[src/window_watchdog_regs.svh]
// Register indices, field positions, reset values and constants of the watchdog register set.
`ifndef WINDOW_WATCHDOG_REGS_SVH
`define WINDOW_WATCHDOG_REGS_SVH

// Register indices on the control interface.
`define WD_ADDR_W              6
`define WD_IDX_WINDOW_CONFIG   6'h0a
`define WD_IDX_LFSR_SEED       6'h0b
`define WD_IDX_RESPONSE        6'h0c

// Width of the data field carried by one register access.
`define WD_DATA_W              16

// Window configuration field positions inside the 16-bit data field.
`define WD_PERIOD_MSB          15
`define WD_PERIOD_LSB          12
`define WD_DUTY_MSB            10
`define WD_DUTY_LSB            8
`define WD_RECOVERY_MSB        3
`define WD_RECOVERY_LSB        0

// Reset values.
`define WD_PERIOD_RST          4'h3
`define WD_DUTY_RST            3'h2
`define WD_RECOVERY_RST        4'hb
`define WD_LFSR_RST            16'h5ab2
`define WD_RESPONSE_RST        16'h0000

// Fixed answer word of the simple watchdog.
`define WD_SIMPLE_ANSWER       16'h5ab2

// Constants of the challenger answer arithmetic.
`define WD_CHAL_MULT_SHIFT     2
`define WD_CHAL_ADD            18'h00006
`define WD_CHAL_SUB            18'h00004

`endif

[src/window_watchdog_pkg.sv]
// Types shared by the watchdog register files.
package window_watchdog_pkg;

	// Answer scheme that the watchdog expects from the host.
	typedef enum logic {
		mode_simple,
		mode_challenger
	} watchdog_mode_type;

	// Verdict on one answer write.
	typedef enum logic [1:0] {
		verdict_none,
		verdict_good,
		verdict_bad
	} answer_verdict_type;

endpackage

[src/watchdog_answer_check.sv]
// Expected-answer computation and comparison for one watchdog answer write.
`timescale 1ns/100ps
`include "window_watchdog_regs.svh"

module watchdog_answer_check #(
	parameter int DATA_W = `WD_DATA_W
) (
	// Current challenge and mode.
	input  wire logic [DATA_W-1:0]                   lfsr_value,
	input  wire window_watchdog_pkg::watchdog_mode_type mode,
	// Word written by the host.
	input  wire logic [DATA_W-1:0]                   answer_word,
	// Result.
	output logic      [DATA_W-1:0]                   expected_word,
	output logic                                     answer_match
);

	////////////////////////////////////////////////////////////////////////////////
	// Two extra bits hold the product so the shift cannot lose a bit before the division.
	logic [DATA_W+1:0] scaled;
	logic [DATA_W+1:0] inverted;
	logic [DATA_W-1:0] challenge_answer;

	// Challenger answer: inverse of ((L*4)+6)-4, divided by 4, truncated.
	always_comb begin
		scaled           = ({2'b00, lfsr_value} << `WD_CHAL_MULT_SHIFT) + `WD_CHAL_ADD
			- `WD_CHAL_SUB;
		inverted         = ~scaled;
		challenge_answer = inverted[DATA_W+1:`WD_CHAL_MULT_SHIFT];
	end

	// Pick the expected word for the active mode and compare.
	always_comb begin
		if (mode == window_watchdog_pkg::mode_challenger) begin
			expected_word = challenge_answer;
		end else begin
			expected_word = DATA_W'(`WD_SIMPLE_ANSWER);
		end
		answer_match = (answer_word == expected_word);
	end

endmodule // watchdog_answer_check

[src/window_watchdog_regs.sv]
// Register side of the window watchdog: configuration, challenge seed and answer check.
`timescale 1ns/100ps
`include "window_watchdog_regs.svh"

// How it works
// - Window period field, four bits, readable and writable, resets to 0011.
// - Window duty field, three bits, readable and writable, resets to 010; bit above reserved.
// - Recovery timing field, four bits, resets to 1011; upper nibble reserved, reads zero.
// - Sixteen-bit challenge value, readable and writable, starts at 5ab2 after reset.
module window_watchdog_regs #(
	parameter int DATA_W = `WD_DATA_W,
	parameter int ADDR_W = `WD_ADDR_W
) (
	// Clock and reset.
	input  wire logic              clock,
	input  wire logic              rstn,
	// Register access from the serial control decoder (data field only).
	input  wire logic              reg_wr,
	input  wire logic              reg_rd,
	input  wire logic [ADDR_W-1:0] reg_addr,
	input  wire logic [DATA_W-1:0] reg_wdata,
	output logic      [DATA_W-1:0] reg_rdata,
	output logic                   reg_rvalid,
	output logic                   reg_addr_err,
	// Answer scheme selection from the device configuration.
	input  wire logic              challenger_mode,
	// Configuration to the watchdog timing logic.
	output logic      [3:0]        window_period_sel,
	output logic      [2:0]        window_duty_sel,
	output logic      [3:0]        recovery_window_sel,
	output logic      [DATA_W-1:0] lfsr_challenge_value,
	// Answer events to the fail-safe state logic.
	output logic                   answer_refresh,
	output logic                   answer_good,
	output logic                   answer_error
);

	////////////////////////////////////////////////////////////////////////////////
	// The field map is laid out for exactly a 16-bit data field.
	// Refused at elaboration, so a wrong width never reaches a netlist.
	if (DATA_W != 16) begin : g_bad_data_w
		$error("window_watchdog_regs: DATA_W must be 16");
	end
	if (ADDR_W < 6) begin : g_bad_addr_w
		$error("window_watchdog_regs: ADDR_W must be at least 6");
	end

	////////////////////////////////////////////////////////////////////////////////
	// Register state.
	logic [3:0]        period_r;
	logic [3:0]        period_nxt;
	logic [2:0]        duty_r;
	logic [2:0]        duty_nxt;
	logic [3:0]        recovery_r;
	logic [3:0]        recovery_nxt;
	logic [DATA_W-1:0] lfsr_r;
	logic [DATA_W-1:0] lfsr_nxt;
	logic [DATA_W-1:0] response_r;
	logic [DATA_W-1:0] response_nxt;

	// Read port state.
	logic [DATA_W-1:0] rdata_r;
	logic [DATA_W-1:0] rdata_nxt;
	logic              rvalid_r;
	logic              rvalid_nxt;
	logic              addr_err_r;
	logic              addr_err_nxt;

	// Answer event state.
	logic              refresh_r;
	logic              refresh_nxt;
	logic              good_r;
	logic              good_nxt;
	logic              error_r;
	logic              error_nxt;

	// Decode.
	logic              sel_config;
	logic              sel_seed;
	logic              sel_response;
	logic              sel_any;
	logic              answer_match;
	window_watchdog_pkg::watchdog_mode_type mode;

	////////////////////////////////////////////////////////////////////////////////
	// Address decode; the index is compared at full port width.
	always_comb begin
		sel_config   = (reg_addr == ADDR_W'(`WD_IDX_WINDOW_CONFIG));
		sel_seed     = (reg_addr == ADDR_W'(`WD_IDX_LFSR_SEED));
		sel_response = (reg_addr == ADDR_W'(`WD_IDX_RESPONSE));
		sel_any      = sel_config | sel_seed | sel_response;
		mode         = challenger_mode ? window_watchdog_pkg::mode_challenger
			: window_watchdog_pkg::mode_simple;
	end

	////////////////////////////////////////////////////////////////////////////////
	// The check sees the seed as it stands before this cycle's access, so an answer
	// written together with nothing else is judged against the published challenge.
	watchdog_answer_check #(
		.DATA_W (DATA_W)
	) u_check (
		.lfsr_value    (lfsr_r),
		.mode          (mode),
		.answer_word   (reg_wdata),
		.expected_word (),
		.answer_match  (answer_match)
	);

	////////////////////////////////////////////////////////////////////////////////
	// Next values of the configuration, seed and response registers.
	always_comb begin
		period_nxt   = period_r;
		duty_nxt     = duty_r;
		recovery_nxt = recovery_r;
		lfsr_nxt     = lfsr_r;
		response_nxt = response_r;
		if (reg_wr && sel_config) begin
			period_nxt   = reg_wdata[`WD_PERIOD_MSB:`WD_PERIOD_LSB];
			duty_nxt     = reg_wdata[`WD_DUTY_MSB:`WD_DUTY_LSB];
			recovery_nxt = reg_wdata[`WD_RECOVERY_MSB:`WD_RECOVERY_LSB];
		end
		if (reg_wr && sel_seed) begin
			lfsr_nxt = reg_wdata;
		end
		if (reg_wr && sel_response) begin
			response_nxt = reg_wdata;
		end
	end

	// Register the configuration state; reset restores the power-on defaults.
	always_ff @(posedge clock) begin
		if (!rstn) begin
			period_r   <= `WD_PERIOD_RST;
			duty_r     <= `WD_DUTY_RST;
			recovery_r <= `WD_RECOVERY_RST;
			lfsr_r     <= `WD_LFSR_RST;
			response_r <= `WD_RESPONSE_RST;
		end else begin
			period_r   <= period_nxt;
			duty_r     <= duty_nxt;
			recovery_r <= recovery_nxt;
			lfsr_r     <= lfsr_nxt;
			response_r <= response_nxt;
		end
	end

	////////////////////////////////////////////////////////////////////////////////
	// Read data: reserved bits and the write-only response read as zero, so a
	// host cannot learn the last answer back from the device.
	always_comb begin
		rdata_nxt    = rdata_r;
		rvalid_nxt   = 1'b0;
		addr_err_nxt = 1'b0;
		if (reg_rd) begin
			rvalid_nxt = 1'b1;
			rdata_nxt  = '0;
			if (sel_config) begin
				rdata_nxt[`WD_PERIOD_MSB:`WD_PERIOD_LSB]     = period_r;
				rdata_nxt[`WD_DUTY_MSB:`WD_DUTY_LSB]         = duty_r;
				rdata_nxt[`WD_RECOVERY_MSB:`WD_RECOVERY_LSB] = recovery_r;
			end else if (sel_seed) begin
				rdata_nxt = lfsr_r;
			end
			addr_err_nxt = !sel_any;
		end
		if (reg_wr && !sel_any) begin
			addr_err_nxt = 1'b1;
		end
	end

	// Register the read port.
	always_ff @(posedge clock) begin
		if (!rstn) begin
			rdata_r    <= '0;
			rvalid_r   <= 1'b0;
			addr_err_r <= 1'b0;
		end else begin
			rdata_r    <= rdata_nxt;
			rvalid_r   <= rvalid_nxt;
			addr_err_r <= addr_err_nxt;
		end
	end

	////////////////////////////////////////////////////////////////////////////////
	// Judge every answer write; the fail-safe logic counts the error pulses.
	always_comb begin
		refresh_nxt = 1'b0;
		good_nxt    = 1'b0;
		error_nxt   = 1'b0;
		if (reg_wr && sel_response) begin
			refresh_nxt = 1'b1;
			good_nxt    = answer_match;
			error_nxt   = !answer_match;
		end
	end

	// Register the answer events as one-cycle pulses.
	always_ff @(posedge clock) begin
		if (!rstn) begin
			refresh_r <= 1'b0;
			good_r    <= 1'b0;
			error_r   <= 1'b0;
		end else begin
			refresh_r <= refresh_nxt;
			good_r    <= good_nxt;
			error_r   <= error_nxt;
		end
	end

	////////////////////////////////////////////////////////////////////////////////
	// Outputs straight from the registers.
	assign window_period_sel    = period_r;
	assign window_duty_sel      = duty_r;
	assign recovery_window_sel  = recovery_r;
	assign lfsr_challenge_value = lfsr_r;
	assign reg_rdata            = rdata_r;
	assign reg_rvalid           = rvalid_r;
	assign reg_addr_err         = addr_err_r;
	assign answer_refresh       = refresh_r;
	assign answer_good          = good_r;
	assign answer_error         = error_r;

endmodule // window_watchdog_regs

[config.mk]
export PLATFORM = sky130hd
export DESIGN_NAME = window_watchdog_regs
export DESIGN_NICKNAME = d
export VERILOG_FILES = /design/src/window_watchdog_pkg.sv /design/src/watchdog_answer_check.sv /design/src/window_watchdog_regs.sv
export VERILOG_INCLUDE_DIRS = /design/src
export SDC_FILE = /design/constraint.sdc
export NUM_CORES = 1
export LEC_CHECK = 0
export BUFFER_PORTS_ARGS = -buffer_cell sky130_fd_sc_hd__clkbuf_2
export CORE_MARGIN = 10
export CORE_UTILIZATION = 50
export DETAILED_ROUTE_END_ITERATION = 12
export HOLD_SLACK_MARGIN = 0.03
export PLACE_DENSITY = 0.79
export SYNTH_ARGS = -nofsm -noshare
export SYNTH_HDL_FRONTEND = slang
export SYNTH_SLANG_ARGS = --single-unit
[constraint.sdc]
create_clock -name clock -period 2 [get_ports clock]
set_clock_uncertainty 0.2 [all_clocks]
set_input_delay 0.2 -clock clock [delete_from_list [all_inputs] [get_ports clock]]
set_output_delay 0.2 -clock clock [all_outputs]
set_load 0.005 [all_outputs]
==> metrics <==
fill cell count 373; worst vdd ir 478 uV; vias in the first global route 2,348; most instantiated cells after synthesis dfxtp_1 (48), nand3_1 (45), nand2_1 (41), clkbuf_1 (16), nand2b_1 (15); reg-to-reg critical path startpoint lfsr_challenge_value[12]; Switch Pwr 0.000438 W; CTS tree done; Synthesized Nets 295; Synth Cell Area 2330 um^2; # DRC 0; Diodes inserted 0; core box area 4440 um^2; R2R setup slack 0.13 ns; DRT Pass-1 Iters 4; Slew HR 65.4%; Syn Area/Cell 8.70 um^2; Slew Limit Fails 0; Distinct cells, synth 37; Setup Crit Path Kind input port to flop; EDFF count, synth 0; first-pass GRT wire length 11,300 um; WL per Instance 17.0 um; vias 2,380; largest net degree at the start of global routing 26; worst-path maximum fanout 5; combinational cell fraction of total power 12.4%; HP Class input port to flop; nets 381; MaxCap Viol Count 0; Min-Delay Path Depth 3; final setup fails 0; CTS max path bufs 2; root buffer cell clkbuf_8; startpoint types input port; largest cells by area after synthesis dfxtp_1 (41%), nand3_1 (9.7%), nand2_1 (6.6%); setup bufs post-CTS 0; Die Height 88.3 um; die area 7800 um^2; Fin. Hold Viols 0; worst flop-to-flop path endpoint answer_good; clock sink count 48; Flop pwr share 54.5%; Detailed Route WL 6940 um; clock latency on the worst-skew pair 0.30 ns; layout cell share with drive strength beyond 1 28.2%; CP Data Arrival Time 1.98 ns; Total GRT Usage 18.1%; die extent in x 88.3 um; starting density of the core 52.5%; I/O pin total 75; crit path to answer_good; Pwr Density 581 nW/um^2; total CTS buffers 5; post-synthesis cell count 268; Int Power 0.00137 W; P&R area growth vs syn 33.1%; most instantiated library cell after synthesis dfxtp_1; Critical Path Sink Type flop; cells on worst reg2reg path 6; ys async rst share 0%; LEAKAGE 1.38 nW; top cell type by total area after synthesis dfxtp_1; Synth Register Bits 48; GR Overflow Total 0; ys flop type dfxtp_1; routed vias/inst 5.85; antenna viol nets, final 0; Multi-input gate area 1340 um^2; Synth Warn # 0; sw frac 24.3%; Worst Tran Pin Value 0.519 ns; status completed; FF+latch area 961 um^2; H-tree lvl count 2; Tmin final 1.93 ns; final core occ 69.8%; HPWL after DPL 4830 um; Clk pwr share 33.1%; clk slew on worst S/H paths 0.08 ns; CP Launch Point reg_wdata[12]; Critical Path RT 2.05 ns; GP Congestion 0.785; 1st-iter DRT viols 256; min-delay src reg_wr; # port buffers 74; Synth top area share 41.2%; register area share after synthesis 41.2%; fmax 519 MHz; antenna violations before repair 0; final cycle utilization of the critical path 96.4%; setup TNS 0 ns; Rows 24
[layout by cell type (no fill, tap or decap), drive strengths merged, types with 9 or more instances in the layout]
cell,instances
a22oi,11
dlygate4sd3,16
clkbuf,78
dfxtp,48
nand3,45
buf,13
nand3b,9
nand2,41
o211a,11
a21boi,19
nand2b,15
[worst min path at each step]
stage / to / slack, ns
6_report: lfsr_challenge_value[3] / 0.08
5_1_grt: reg_addr_err / 0.1
4_1_cts: lfsr_challenge_value[3] / 0.08
3_5_place_dp: window_period_sel[2] / 0.27
3_3_place_gp: recovery_window_sel[2] / 0.26
2_1_floorplan: recovery_window_sel[2] / 0.15
[sequential cells by signal, indices dropped and copies added (netlist names)]
signal and cells:
answer_good 1, lfsr_challenge_value 16, reg_addr_err 1, recovery_window_sel 4
reg_rdata 16, window_duty_sel 3, answer_error 1, answer_refresh 1
reg_rvalid 1, window_period_sel 4
[power groups by stage]
| stage | sequential, W | clock, W | combinational (W) |
|---|---|---|---|
| floorplan | 0.00101 | 0 | 0.0000973 |
| global placement | 0.00100 | 0 | 0.000190 |
| detailed placement | 0.00101 | 0 | 0.000194 |
| CTS | 0.000983 | 0.000606 | 0.000220 |
| global route | 0.000986 | 0.000645 | 0.000246 |
| finish | 0.000983 | 0.000597 | 0.000225 |
[cells by family after synthesis]
kind of cell | synth area share, %
and+or+nand+nor | 31.7
AOI/OAI and AO/OA | 20.2
DFF | 41.2
buffers and inverters | 3.92
xor gates and xnor gates | 3.00
[metal layers]
layer	vias up	share of wire (%)	GRT usage, %
li1	1145	-	-
met1	1128	40	21.5
met2	97	49	30.1
met3	10	9.5	5.70
met4	0	2.0	6.17
met5	-	0	0
[worst max-delay path, cell delays in order]
cell	delay, ns
dlygate4sd3_1	0.61
nor4bb_1	0.29
o2bb2ai_1	0.14
o22ai_1	0.12
nor4_2	0.32
buf_4	0.17
and2_1	0.11
[metrics by stage]
stage | std cells | instance area (um^2) | hold WS, ns | worst slack (ns) | total power, W
after floorplan | 268 | 2330 | 0.146 | 0.213 | 0.00110
after global placement | 386 | 2810 | 0.260 | 0.0963 | 0.00120
after detailed placement | 386 | 2810 | 0.268 | 0.0540 | 0.00120
after CTS | 410 | 3060 | 0.0764 | 0.00838 | 0.00181
after global routing | 407 | 3100 | 0.0955 | -0.0386 | 0.00188
final | 407 | 3100 | 0.0795 | 0.0719 | 0.00180
[final cells by class]
cell class	instances	share of cell area, %
repair buffers	99	20.7
clock buffers	8	2.90
flip-flops and latches	48	31.0
inverters	1	0.121
multi-input cells	199	43.2
well taps	52	2.10
[what timing repair did]
action                                  in CTS  in global routing
endpoints found under the hold margin       27                  0
endpoints found under the setup margin       0                  2
gates resized for setup                      0                 10
hold buffers                                16                  0
No activity file was read; power rests on OpenSTA's default activity.
